`src/common/eeprom_host_pkg.sv`:
```
// Shared constants, types and timing counts for the parallel EEPROM page-write host.
// Assumes a 200 MHz system clock and an APB register port with 32-bit data.
package eeprom_host_pkg;
	// Memory array shape.
	localparam int ADDR_W     = 13;
	localparam int DATA_W     = 8;
	localparam int PAGE_BYTES = 32;
	localparam int PAGE_LSB   = 5;

	// Register byte offsets, one aligned word each.
	localparam logic [7:0] OFS_ADDR   = 8'h00;
	localparam logic [7:0] OFS_WDATA  = 8'h04;
	localparam logic [7:0] OFS_CMD    = 8'h08;
	localparam logic [7:0] OFS_STATUS = 8'h0c;
	localparam logic [7:0] OFS_RDATA  = 8'h10;
	localparam logic [7:0] OFS_CFG    = 8'h14;

	// Command and status field positions.
	localparam int CMD_READ_BIT   = 0;
	localparam int CMD_WRITE_BIT  = 1;
	localparam int ST_BUSY_BIT    = 0;
	localparam int ST_PAGE_BIT    = 1;
	localparam int ST_PROG_BIT    = 2;
	localparam int ST_READY_BIT   = 3;
	localparam int ST_ERR_BIT     = 4;
	localparam int ST_RDOK_BIT    = 5;
	localparam int ST_WROK_BIT    = 6;
	localparam int ST_COUNT_LSB   = 8;

	// Status bit positions on the data lines during programming.
	localparam int COMPLEMENT_POLL_BIT    = 7;
	localparam int ALTERNATING_STATUS_BIT = 6;

	// Timing in the units printed, and cycle counts derived from the clock period.
	localparam int CLK_PERIOD_PS          = 5000;
	localparam int READ_ACCESS_NS         = 150;
	localparam int WRITE_PULSE_NS         = 150;
	localparam int WRITE_HIGH_NS          = 200;
	localparam int RECOVER_NS             = 10;
	localparam int BYTE_LOAD_WINDOW_US    = 100;
	localparam int POWERUP_READ_DELAY_US  = 1;
	localparam int POWERUP_WRITE_DELAY_MS = 10;
	localparam int READ_ACCESS_CYC = (READ_ACCESS_NS * 1000 + CLK_PERIOD_PS - 1) / CLK_PERIOD_PS;
	localparam int WRITE_PULSE_CYC = (WRITE_PULSE_NS * 1000 + CLK_PERIOD_PS - 1) / CLK_PERIOD_PS;
	localparam int WRITE_HIGH_CYC  = (WRITE_HIGH_NS * 1000 + CLK_PERIOD_PS - 1) / CLK_PERIOD_PS;
	localparam int RECOVER_CYC     = (RECOVER_NS * 1000 + CLK_PERIOD_PS - 1) / CLK_PERIOD_PS;
	// Longest time, so it rounds down.
	localparam int BYTE_WINDOW_CYC = int'(longint'(BYTE_LOAD_WINDOW_US) * 64'd1000000
		/ CLK_PERIOD_PS);
	localparam int PUR_CYC = int'((longint'(POWERUP_READ_DELAY_US) * 64'd1000000
		+ CLK_PERIOD_PS - 1) / CLK_PERIOD_PS);
	localparam int PUW_CYC = int'((longint'(POWERUP_WRITE_DELAY_MS) * 64'd1000000000
		+ CLK_PERIOD_PS - 1) / CLK_PERIOD_PS);

	// How completion of programming is detected.
	typedef enum logic [1:0] {
		POLL_COMPLEMENT = 2'h0,
		POLL_ALTERNATE  = 2'h1,
		POLL_PIN        = 2'h2
	} poll_mode_t;

	// Sequencer states.
	typedef enum logic [2:0] {
		ST_IDLE   = 3'h0,
		ST_RD_ACC = 3'h1,
		ST_RD_GAP = 3'h2,
		ST_WR_LOW = 3'h3,
		ST_WR_HI  = 3'h4,
		ST_PAGE   = 3'h5
	} state_t;

	// Pins driven toward the memory.
	typedef struct packed {
		logic [ADDR_W-1:0] addressLines;
		logic [DATA_W-1:0] dataLinesOut;
		logic              dataLinesOe;
		logic              chipSelN;
		logic              outGateN;
		logic              writeStrobeN;
	} eeprom_pins_t;

	// APB request from the bus master.
	typedef struct packed {
		logic        psel;
		logic        penable;
		logic        pwrite;
		logic [7:0]  paddr;
		logic [31:0] pwdata;
	} apb_req_t;

	// APB answer to the bus master.
	typedef struct packed {
		logic [31:0] prdata;
		logic        pready;
		logic        pslverr;
	} apb_rsp_t;
endpackage

```
`src/core/eeprom_page_host.sv`:
```
// Host-side controller for a byte-wide parallel EEPROM with page writes and status polling.
// Assumes the memory pins are sampled synchronously and the data wire is resolved outside.
//
// Notes on behaviour
// [RL1] Thirteen address lines pick one byte.
// [RL2] Chip select low for every access.
// [RL3] Read: select and gate low, strobe high.
// [RL4] Memory floats data when gate or select high.
// [RL5] Write needs strobe, select low, gate high.
// [RL6] Address latched on the later falling edge.
// [RL7] Data latched on the earlier rising edge.
// [RL8] Programming is self timed after writing.
// [RL9] Up to 32 bytes form one page.
// [RL10] Page address bits stay fixed per page.
// [RL11] Next byte within 100 us of last.
// [RL12] Memory programs after 100 us silence.
// [RL13] Status bits show only while programming.
// [RL14] Bit 7 inverted while programming last byte.
// [RL15] Bit 7 true once programming finishes.
// [RL16] Bit 6 alternates on each busy read.
// [RL17] First alternating read returns zero.
// [RL18] Alternation stops when programming ends.
// [RL19] Bit 5 reports the byte load timer.
// [RL20] Ready pin low during programming.
// [RL21] Power-up clears memory programming logic.
// [RL22] Wait 1 us after power-up to read.
// [RL23] Wait 10 ms after power-up to write.
// [RL24] Poll for completion before writing again.
//
// Decided for this implementation: the register addresses and the APB slave port.
`timescale 1ns/1ps
`default_nettype none
module eeprom_page_host #(
	parameter int BYTE_WINDOW = eeprom_host_pkg::BYTE_WINDOW_CYC, // Byte load window, cycles.
	parameter int PUW_DELAY   = eeprom_host_pkg::PUW_CYC          // Power-up write wait, cycles.
) (
	input  wire logic                          clock,
	input  wire logic                          srst,
	input  wire eeprom_host_pkg::apb_req_t     apbReq,
	output var  eeprom_host_pkg::apb_rsp_t     apbRsp,
	output var  eeprom_host_pkg::eeprom_pins_t pins,
	input  wire logic [7:0]                    dataLinesIn,
	input  wire logic                          writeDoneOpenDrain
);
	import eeprom_host_pkg::*;

	state_t            st_q, st_d;             // Sequencer state.
	eeprom_pins_t      pins_q, pins_d;         // Registered pin drive.
	apb_rsp_t          rsp_q, rsp_d;           // Registered bus answer.
	logic [ADDR_W-1:0] addr_q, addr_d;         // Address for the next command.
	logic [ADDR_W-1:0] lastAddr_q, lastAddr_d; // Address of the last byte loaded.
	logic [DATA_W-1:0] wdata_q, wdata_d;       // Byte for the next write.
	logic [DATA_W-1:0] lastData_q, lastData_d; // Last byte loaded, for complement polling.
	logic [DATA_W-1:0] rdata_q, rdata_d;       // Byte returned by the last plain read.
	poll_mode_t        mode_q, mode_d;         // Completion detection method.
	logic [7:0]        pageBase_q, pageBase_d; // Page address of the open page.
	logic [5:0]        pageCnt_q, pageCnt_d;   // Bytes loaded in the open page.
	logic [7:0]        stepCnt_q, stepCnt_d;   // Cycle count inside one pin phase.
	logic [15:0]       winCnt_q, winCnt_d;     // Cycles since the last write strobe rose.
	logic [21:0]       puCnt_q, puCnt_d;       // Cycles since reset, saturating.
	logic              polling_q, polling_d;   // Waiting for programming to finish.
	logic              tglSeen_q, tglSeen_d;   // One alternating bit sample is held.
	logic              lastTgl_q, lastTgl_d;   // Previous alternating bit sample.
	logic              err_q, err_d;           // Sticky refused command flag.
	logic              readOk, writeOk, mapped, apbFire, wrFire, cmdRead, cmdWrite, done;
	logic              errSet;

	// Builds the pin drive that opens a read or a write access.
	function automatic eeprom_pins_t openAccess(input logic [ADDR_W-1:0] a,
		input logic [DATA_W-1:0] d, input logic wr);
		eeprom_pins_t p;
		p.addressLines = a;       // RL1
		p.dataLinesOut = d;
		p.dataLinesOe  = wr;      // Drive data only while writing, never against a read.
		p.chipSelN     = 1'b0;    // RL2
		p.outGateN     = wr;      // RL5
		p.writeStrobeN = ~wr;     // RL3
		return p;
	endfunction

	assign readOk   = puCnt_q >= 22'(PUR_CYC);   // RL22
	assign writeOk  = puCnt_q >= 22'(PUW_DELAY); // RL23
	assign mapped   = apbReq.paddr inside {OFS_ADDR, OFS_WDATA, OFS_CMD, OFS_STATUS, OFS_RDATA,
		OFS_CFG};
	assign apbFire  = apbReq.psel & apbReq.penable & rsp_q.pready;
	assign wrFire   = apbFire & apbReq.pwrite & mapped;
	assign cmdRead  = wrFire && apbReq.paddr == OFS_CMD && apbReq.pwdata[CMD_READ_BIT];
	assign cmdWrite = wrFire && apbReq.paddr == OFS_CMD && apbReq.pwdata[CMD_WRITE_BIT];

	// Completion test on the sample now on the data lines, or on the ready pin, by the chosen method.
	always_comb begin
		case (mode_q)
			POLL_COMPLEMENT: done = dataLinesIn[COMPLEMENT_POLL_BIT] ==
				lastData_q[COMPLEMENT_POLL_BIT]; // RL15
			POLL_ALTERNATE: done = tglSeen_q &&
				dataLinesIn[ALTERNATING_STATUS_BIT] == lastTgl_q; // RL18
			POLL_PIN: done = writeDoneOpenDrain; // RL20
			default: done = 1'b1;
		endcase
	end

	// Next values of the bus answer, the registers and the pin sequencer.
	always_comb begin
		st_d       = st_q;
		pins_d     = pins_q;
		addr_d     = addr_q;
		lastAddr_d = lastAddr_q;
		wdata_d    = wdata_q;
		lastData_d = lastData_q;
		rdata_d    = rdata_q;
		mode_d     = mode_q;
		pageBase_d = pageBase_q;
		pageCnt_d  = pageCnt_q;
		stepCnt_d  = stepCnt_q + 8'h01;
		winCnt_d   = (winCnt_q == 16'hffff) ? winCnt_q : winCnt_q + 16'h0001;
		puCnt_d    = (puCnt_q == 22'h3fffff) ? puCnt_q : puCnt_q + 22'h000001;
		polling_d  = polling_q;
		tglSeen_d  = tglSeen_q;
		lastTgl_d  = lastTgl_q;
		errSet     = 1'b0;
		rsp_d      = '0;
		// Access phase gets one wait state so the answer comes from flip-flops.
		if (apbReq.psel && apbReq.penable && !rsp_q.pready) begin
			rsp_d.pready  = 1'b1;
			rsp_d.pslverr = ~mapped;
			case (apbReq.paddr)
				OFS_ADDR:   rsp_d.prdata = {19'h0, addr_q};
				OFS_WDATA:  rsp_d.prdata = {24'h0, wdata_q};
				OFS_RDATA:  rsp_d.prdata = {24'h0, rdata_q};
				OFS_CFG:    rsp_d.prdata = {30'h0, mode_q};
				OFS_STATUS: begin
					rsp_d.prdata[ST_BUSY_BIT]  = st_q != ST_IDLE;
					rsp_d.prdata[ST_PAGE_BIT]  = st_q == ST_PAGE;
					rsp_d.prdata[ST_PROG_BIT]  = polling_q;
					rsp_d.prdata[ST_READY_BIT] = writeDoneOpenDrain;
					rsp_d.prdata[ST_ERR_BIT]   = err_q;
					rsp_d.prdata[ST_RDOK_BIT]  = readOk;
					rsp_d.prdata[ST_WROK_BIT]  = writeOk;
					rsp_d.prdata[ST_COUNT_LSB +: 6] = pageCnt_q;
				end
				default:    rsp_d.prdata = 32'h0;
			endcase
		end
		// Plain register writes.
		if (wrFire && apbReq.paddr == OFS_ADDR) begin
			addr_d = apbReq.pwdata[ADDR_W-1:0];
		end
		if (wrFire && apbReq.paddr == OFS_WDATA) begin
			wdata_d = apbReq.pwdata[DATA_W-1:0];
		end
		if (wrFire && apbReq.paddr == OFS_CFG) begin
			mode_d = poll_mode_t'(apbReq.pwdata[1:0]);
		end
		// Sequencer.
		case (st_q)
			ST_IDLE: begin
				if (cmdRead && readOk) begin
					pins_d    = openAccess(addr_q, wdata_q, 1'b0);
					stepCnt_d = 8'h00;
					st_d      = ST_RD_ACC;
				end else if (cmdWrite && writeOk) begin
					pins_d     = openAccess(addr_q, wdata_q, 1'b1); // RL5
					lastAddr_d = addr_q;
					lastData_d = wdata_q;
					pageBase_d = addr_q[ADDR_W-1:PAGE_LSB];
					pageCnt_d  = 6'd1; // RL9
					stepCnt_d  = 8'h00;
					st_d       = ST_WR_LOW;
				end else if (cmdRead || cmdWrite) begin
					errSet = 1'b1;
				end
			end
			ST_RD_ACC: begin
				// Hold select and gate low for the full access time, then sample.
				if (stepCnt_q == 8'(READ_ACCESS_CYC - 1)) begin
					if (polling_q) begin
						polling_d = ~done; // RL24
						tglSeen_d = 1'b1;
						lastTgl_d = dataLinesIn[ALTERNATING_STATUS_BIT];
					end else begin
						rdata_d = dataLinesIn; // RL3
					end
					pins_d.chipSelN = 1'b1;
					pins_d.outGateN = 1'b1;
					stepCnt_d       = 8'h00;
					st_d            = ST_RD_GAP;
				end
				errSet = cmdRead || cmdWrite;
			end
			ST_RD_GAP: begin
				// Recovery gap, then either poll again or go idle.
				if (stepCnt_q == 8'(RECOVER_CYC - 1)) begin
					if (polling_q) begin
						pins_d    = openAccess(lastAddr_q, lastData_q, 1'b0); // RL24
						stepCnt_d = 8'h00;
						st_d      = ST_RD_ACC;
					end else begin
						st_d = ST_IDLE;
					end
				end
				errSet = cmdRead || cmdWrite;
			end
			ST_WR_LOW: begin
				// Select and strobe rise together; the memory latches data here.
				if (stepCnt_q == 8'(WRITE_PULSE_CYC - 1)) begin
					pins_d.writeStrobeN = 1'b1;
					pins_d.chipSelN     = 1'b1;
					winCnt_d            = 16'h0000;
					stepCnt_d           = 8'h00;
					st_d                = ST_WR_HI;
				end
				errSet = cmdRead || cmdWrite;
			end
			ST_WR_HI: begin
				// Strobe high time before another byte may be loaded.
				if (stepCnt_q == 8'(WRITE_HIGH_CYC - 1)) begin
					pins_d.dataLinesOe = 1'b0;
					st_d               = ST_PAGE;
				end
				errSet = cmdRead || cmdWrite;
			end
			ST_PAGE: begin
				if (cmdWrite && pageCnt_q < 6'(PAGE_BYTES) &&
					addr_q[ADDR_W-1:PAGE_LSB] == pageBase_q &&
					winCnt_q < 16'(BYTE_WINDOW - 1)) begin // RL11
					pins_d     = openAccess(addr_q, wdata_q, 1'b1); // RL10
					lastAddr_d = addr_q;
					lastData_d = wdata_q;
					pageCnt_d  = pageCnt_q + 6'd1; // RL9
					stepCnt_d  = 8'h00;
					st_d       = ST_WR_LOW;
				end else begin
					errSet = cmdRead || cmdWrite;
					// Window over: the memory is programming, so start polling.
					if (winCnt_q >= 16'(BYTE_WINDOW)) begin
						pins_d    = openAccess(lastAddr_q, lastData_q, 1'b0); // RL24
						polling_d = 1'b1;
						tglSeen_d = 1'b0;
						stepCnt_d = 8'h00;
						st_d      = ST_RD_ACC;
					end
				end
			end
			default: st_d = ST_IDLE;
		endcase
		// Refusal flag: write one to clear, a new refusal in the same cycle wins.
		err_d = err_q;
		if (wrFire && apbReq.paddr == OFS_STATUS && apbReq.pwdata[ST_ERR_BIT]) begin
			err_d = 1'b0;
		end
		if (errSet) begin
			err_d = 1'b1;
		end
	end

	// Registers every state element; synchronous reset to idle, pins inactive.
	always_ff @(posedge clock) begin
		if (srst) begin
			st_q       <= ST_IDLE;
			pins_q     <= '{addressLines: '0, dataLinesOut: '0, dataLinesOe: 1'b0,
				chipSelN: 1'b1, outGateN: 1'b1, writeStrobeN: 1'b1};
			rsp_q      <= '0;
			addr_q     <= '0;
			lastAddr_q <= '0;
			wdata_q    <= '0;
			lastData_q <= '0;
			rdata_q    <= '0;
			mode_q     <= POLL_COMPLEMENT;
			pageBase_q <= '0;
			pageCnt_q  <= '0;
			stepCnt_q  <= '0;
			winCnt_q   <= '0;
			puCnt_q    <= '0;
			polling_q  <= 1'b0;
			tglSeen_q  <= 1'b0;
			lastTgl_q  <= 1'b0;
			err_q      <= 1'b0;
		end else begin
			st_q       <= st_d;
			pins_q     <= pins_d;
			rsp_q      <= rsp_d;
			addr_q     <= addr_d;
			lastAddr_q <= lastAddr_d;
			wdata_q    <= wdata_d;
			lastData_q <= lastData_d;
			rdata_q    <= rdata_d;
			mode_q     <= mode_d;
			pageBase_q <= pageBase_d;
			pageCnt_q  <= pageCnt_d;
			stepCnt_q  <= stepCnt_d;
			winCnt_q   <= winCnt_d;
			puCnt_q    <= puCnt_d;
			polling_q  <= polling_d;
			tglSeen_q  <= tglSeen_d;
			lastTgl_q  <= lastTgl_d;
			err_q      <= err_d;
		end
	end

	assign pins   = pins_q;
	assign apbRsp = rsp_q;
endmodule
`default_nettype wire

```
`config.mk`:
```
export PLATFORM = sky130hd
export DESIGN_NAME = eeprom_page_host
export DESIGN_NICKNAME = d
export VERILOG_FILES = /design/src/common/eeprom_host_pkg.sv /design/src/core/eeprom_page_host.sv
export SDC_FILE = /design/constraint.sdc
export NUM_CORES = 1
export LEC_CHECK = 0
export BUFFER_PORTS_ARGS = -buffer_cell sky130_fd_sc_hd__buf_2
export CAP_MARGIN = 30
export CORE_MARGIN = 1
export CORE_UTILIZATION = 60
export DETAILED_ROUTE_END_ITERATION = 10
export GPL_TIMING_DRIVEN = 1
export PLACE_DENSITY = 0.83
export SYNTH_ARGS = -nofsm -noshare
export SYNTH_HDL_FRONTEND = slang
export SYNTH_SLANG_ARGS = --single-unit
```
`constraint.sdc`:
```
create_clock -name clock -period 6.42 [get_ports clock]
set_input_delay 1.284 -clock clock [delete_from_list [all_inputs] [get_ports clock]]
set_output_delay 1.284 -clock clock [all_outputs]
set_load 0.1 [all_outputs]
```
# ---- Word level (Yosys, flattened, before mapping)
# Cells that the tools add are included.
dict set report totals {
  elab_cells 192
  regBits 178
}
dict set report op_classes {
  bitwise_logic 9
  addsub 4
  order_cmp 5
  n_eq_ne 33
  n_reduce_logical 46
  muxes 69
}
# operator n
set ops {}
lappend ops {{2-to-1 mux 25 bit} 6}
lappend ops {{2-to-1 mux 8 bit} 10}
lappend ops {{one-hot mux 21 bit (3 select lines)} 1}
lappend ops {{2-to-1 mux 16 bit} 3}
lappend ops {{2-to-1 mux 13 bit} 3}
lappend ops {{one-hot mux 7 bit (5 select lines)} 1}
lappend ops {{one-hot mux 8 bit (4 select lines)} 1}
lappend ops {{one-hot mux 13 bit (2 select lines)} 1}
lappend ops {{equality test 8 x 5 -> 1 bit (second input constant)} 3}
lappend ops {{2-to-1 mux 3 bit} 8}
lappend ops {{one-hot mux 6 bit (2 select lines)} 2}
lappend ops {{AND reduction 6 bit} 4}
lappend ops {{adder 22 x 1 -> 22 bit (second input constant)} 1}
lappend ops {{equality test 22 bit (second input constant)} 1}
lappend ops {{>= comparator 22 x 21 -> 1 bit (second input constant)} 1}
lappend ops {{>= comparator 22 x 8 -> 1 bit (second input constant)} 1}
lappend ops {{2-to-1 mux 6 bit} 3}
lappend ops {{!= test 2 bit (second input constant)} 9}
lappend ops {{one-hot mux 3 bit (6 select lines)} 1}
lappend ops {{2-to-1 mux 1 bit} 17}
lappend ops {{adder 16 x 1 -> 16 bit (second input constant)} 1}
lappend ops {{equality test 16 bit (second input constant)} 1}
lappend ops {{equality test 8 x 4 -> 1 bit (second input constant)} 2}
lappend ops {{>= comparator 16 x 15 -> 1 bit (second input constant)} 1}
lappend ops {{other kinds (42)} 84}

# ---- Depth between registers and ports, before layout
dict set report depth {
  depth_word 12
  ltp_mapped 11
  mapped_depth_nobuf 9
}

# ---- Worst setup path before layout
# OpenSTA, ideal clock, no wires.
dict set report synth_path {
  path_kind {input to register}
  startpoint {in apbReq[36] in the netlist's numbering}
  endpoint {reg pageCnt_q[5]}
  t_arrival_ps 3456
  setup_slack_ps 2894
  required_time_ps 6349
  setup_time_ps 71
  cell_stages 10
  path_cell_list {clkbuf_1 nor2_1 and4_1 o2111ai_2 and3_4 buf_6 or3_4 buf_6 or4_1 a21oi_1}
}
dict set report synth_via {
  elab_chain_len 10
  elab_cells_between_ends 20
}
# element line
set synth_rtl {}
lappend synth_rtl {{start: declaration} eeprom_page_host.sv:39} ;# input wire eeprom_host_pkg::apb_req_t apbReq,
lappend synth_rtl {{equality test 8 x 3 -> 1 bit (tied with other cells)} eeprom_page_host.sv:83} ;# assign mapped = apbReq.paddr inside {OFS_ADDR, OFS_WDATA, OFS_CMD, OFS_STATUS, OFS_RDATA,
lappend synth_rtl {{nonzero test 6 bit} eeprom_page_host.sv:83}
lappend synth_rtl {{AND 1 bit} eeprom_page_host.sv:86} ;# assign wrFire = apbFire & apbReq.pwrite & mapped;
lappend synth_rtl {{logical AND 1 bit (*)} {eeprom_page_host.sv:87, eeprom_page_host.sv:88}}
lappend synth_rtl {{logical AND 1 bit} eeprom_page_host.sv:88} ;# assign cmdWrite = wrFire && apbReq.paddr == OFS_CMD && apbReq.pwdata[CMD_WRITE_BIT];
lappend synth_rtl {{logical AND 1 bit (2 in series)} eeprom_page_host.sv:223} ;# if (cmdWrite && pageCnt_q < 6'(PAGE_BYTES) &&
lappend synth_rtl {{logical AND 1 bit} eeprom_page_host.sv:224} ;# addr_q[ADDR_W-1:PAGE_LSB] == pageBase_q &&
lappend synth_rtl {{!= test 2 x 1 -> 1 bit (no source line)} -}
lappend synth_rtl {{AND reduction 4 bit (no source line) (*)} -}
lappend synth_rtl {{end signal: assignment} eeprom_page_host.sv:289} ;# pageCnt_q <= pageCnt_d;
lappend synth_rtl {{end: declaration} eeprom_page_host.sv:57} ;# logic [5:0] pageCnt_q, pageCnt_d;
# Every way passes the cells marked *; elsewhere a longest branch is shown, timed or not.
# A chain may end at the register's enable or synchronous reset.

# ---- Final worst setup path
dict set report layout_path {
  startpoint {in apbReq[35] in the netlist's numbering}
  endpoint {reg pageCnt_q[5]}
}
# Same word-level chain as after synthesis.

==> flow_summary.json <==
{
  "setup_viol": 0,
  "synthArstFlopShare": 0,
  "cts_tree": "done",
  "grt_pass1_wl_um": 29000,
  "fin_tns_setup_ns": 0,
  "synth_ff_type": "dfxtp_1",
  "dp_slack_ns": 2.37,
  "cts_buffers": 17,
  "ys.warnings.count": 0,
  "cap_violations": 0,
  "clock_path_buffers": 2,
  "p_leak_uw": 0.00336,
  "dieArea_mm2": 0.0129,
  "vdd_drop_max_mv": 0.250,
  "fin_worst_skew_ns": 0.00721,
  "dieHeight_um": 114,
  "arrival_ns": 4.07,
  "post-cts-setup-buffer-count": 0,
  "synthCells": 870,
  "drive_gt1_frac": 0.145,
  "period_needed_ns": 3.72,
  "remaining_drc_errors": 0,
  "tightestPinTransition_ns": 0.974,
  "netSwitchingPower_uw": 1360,
  "yosys_register_bits": 160,
  "synth-edff-count": 0,
  "dpl.hpwl_um": 11800,
  "critPathRequiredTime_ns": 6.77,
  "post_cts_resized": 0,
  "critPathMaxFanout": 27,
  "via_per_inst": 5.88,
  "clock_latency_ns": 0.43,
  "stdcell_count": 1101,
  "maxSlewHeadroom": 0.351,
  "final_area_mm2": 0.00854,
  "cts_max_level": 4,
  "outcome": "completed",
  "drv_slew": 0,
  "n_antenna_cell": 0,
  "ys_types": 68,
  "max_freq_ghz": 0.269,
  "crit_chain": "buf_2 > and3b_1 > nand4_1 > nor4b_2 > nand3_1 > and2_1 > or4_1 > a21oi_1",
  "cts.sinks": 160,
  "cpMaxStageDelayCell": "or4_1",
  "timing.final.crit_share": 0.579,
  "place_area_mm2": 0.00785,
  "seqPwrFrac": 0.334,
  "ant_nets": 0,
  "combinationalPowerShare": 0.327,
  "drt_iter0_drc": 608,
  "dieWidth_um": 114,
  "place_inst": 1069,
  "track_usage": 0.284,
  "crit_path_start_kind": "input pin",
  "clkTransAtPathRegs_ns": 0.06,
  "ioPinCount": 113,
  "holdBufCountCts": 0,
  "register_area_mm2": 0.00320,
  "syn_area_mm2": 0.00747,
  "grt_pass1_vias": 6040,
  "port_buffers": 75,
  "slowest_delay_ns": 0.63,
  "fin_nets": 981,
  "internal-power_uw": 2050,
  "area_growth_pct": 14.3,
  "wl_per_cell_um": 16.2,
  "netSwitchingFraction": 0.399,
  "rows": 40,
  "report.final.hold_viol_count": 0,
  "rsz0062_at_grt": "false",
  "crit_path_end_kind": "flip-flop",
  "n_fill_cell": 952,
  "antenna_found_initial": 0,
  "avgSynthCellArea_um2": 8.58,
  "p_clk_frac": 0.340,
  "ys_seq_area_frac": 0.429,
  "dr.pass1.iters": 5,
  "min_path_cells": 2,
  "p_per_area_mw_per_mm2": 399,
  "wirelength_um": 17900,
  "grt.overflow.total": 0,
  "worstSetupPathType": "input pin to flip-flop",
  "multi_input_area_mm2": 0.00395,
  "reg2regPathDepth": 8,
  "coreArea_mm2": 0.0121,
  "hp-class": "flip-flop to flip-flop",
  "root_buffer": "clkbuf_16",
  "routabilityCongestion": 0.942,
  "start_util": 0.619,
  "finalWorstSetupSlack_ns": 2.70,
  "grt_max_degree": 59,
  "vias": 6471
}
==> logic make-up (layout without fill, tap and decap cells) <==
family,after synthesis,after routing,share of synthesized area
simple gates,350,350,0.234
mux,56,56,0.0757
other cells,1,18,0.000502
buf+inv,83,129,0.0541
compound gates,171,171,0.146
flops,160,160,0.429
xor+xnor,42,42,0.0493
fa+ha+maj,7,7,0.0117
==> layout by cell type, fill, tap and decap left out, types with 17 or more instances in the layout <==
cell type  instances
clkbuf_16         17
dfxtp_1          160
mux2i_1           52
a211oi_1          25
nand2_1           54
conb_1            18
o21ai_0           36
nand3_1           67
buf_2             74
nor2_1           125
a21oi_1           59
xor2_1            23
xnor2_1           19
==> worst max-delay path: cells and delay by family <==
kind / cells / cell delay, ns
buffers and inverters: 1 / 0.41
AO/OA/AOI/OAI: 1 / 0.14
AND/OR/NAND/NOR: 6 / 2.23
==> cell type report <==
type | count | share of cell area
clock buffer | 19 | 0.0531
multi-input combinational | 644 | 0.462
timing repair buffer | 83 | 0.0513
tap | 168 | 0.0246
inverter | 14 | 0.00616
clock inverter | 13 | 0.0273
sequential | 160 | 0.375
==> stage by stage <==
step	hold WS [ns]	utilization	power, uW
finish	0.467	0.708	3410
global route	0.494	0.708	3530
CTS	0.463	0.708	3410
detailed placement	0.454	0.651	2260
global placement	0.453	0.651	2240
floorplan	0.449	-	2080
==> power by group through the flow <==
| stage | Combinational [uW] | Clock, uW | Sequential (uW) |
|---|---|---|---|
| 3_5_place_dp | 1100 | 0 | 1160 |
| 5_1_grt | 1180 | 1200 | 1150 |
| 2_1_floorplan | 500 | 0 | 1580 |
| 4_1_cts | 1110 | 1170 | 1140 |
| 6_report | 1110 | 1160 | 1140 |
| 3_3_place_gp | 1090 | 0 | 1160 |
==> final timing paths <==
path | endpoint | start | slack [ns]
worst max-delay path | pageCnt_q[5] | apbReq[35] | 2.70
worst min-delay path | pins[3] | pins[3] | 0.47
worst max register to register | pageCnt_q[5] | apbRsp[1] | 3.40
worst min register to register | pins[3] | pins[3] | 0.47
==> per-layer routing <==
layer | global-route usage | part of all wire | vias up | routed length [um]
li1 | - | - | 3168 | -
met1 | 0.383 | 0.45 | 3046 | 8080
met2 | 0.446 | 0.47 | 233 | 8340
met3 | 0.0654 | 0.068 | 24 | 1220
met4 | 0.0974 | 0.012 | 0 | 221
met5 | 0 | 0 | - | 0
==> flip-flops by register name, summed over array words and instances, names as in the netlist, 13 cells and up <==
signal,flops
addr_q,13
apbRsp,16
pins,25
winCnt_q,16
puCnt_q,22
lastAddr_q,13
==> cell usage after synthesis (2+ instances only) <==
cell type  count  area, um2
or3_1          3       18.8
buf_6          2       22.5
a22oi_1        3       22.5
o21ai_0       36        180
inv_1         13       48.8
ha_1           7       87.6
nand4b_1       2       17.5
nand2b_1       6       37.5
nand3_1       67        335
dfxtp_1      160       3200
nor4_4         2       42.5
nor4b_2        2       30.0
nand2_1       54        203
a31oi_1        7       43.8
and2_1         7       43.8
xnor2_1       19        166
and4_1         6       52.6
o21ai_1        3       15.0
clkbuf_1      42        158
mux2i_1       52        521
a222oi_1       5       50.1
a32oi_1        5       43.8
or4_1          6       45.0
a21o_1         3       22.5
nor3_1        17       85.1
o21a_1         4       30.0
nand4_1       16        100
xor2_1        23        201
mux2_2         4       45.0
nor2_1       125        469
o31ai_1        2       15.0
a21oi_1       59        295
and3_1        15       93.8
nor4_1         7       43.8
a211oi_1      25        188
buf_4         19        143
buf_2          5       25.0
a311oi_1       2       17.5
nor2b_1        6       37.5
No activity file was read; power rests on OpenSTA's default activity.
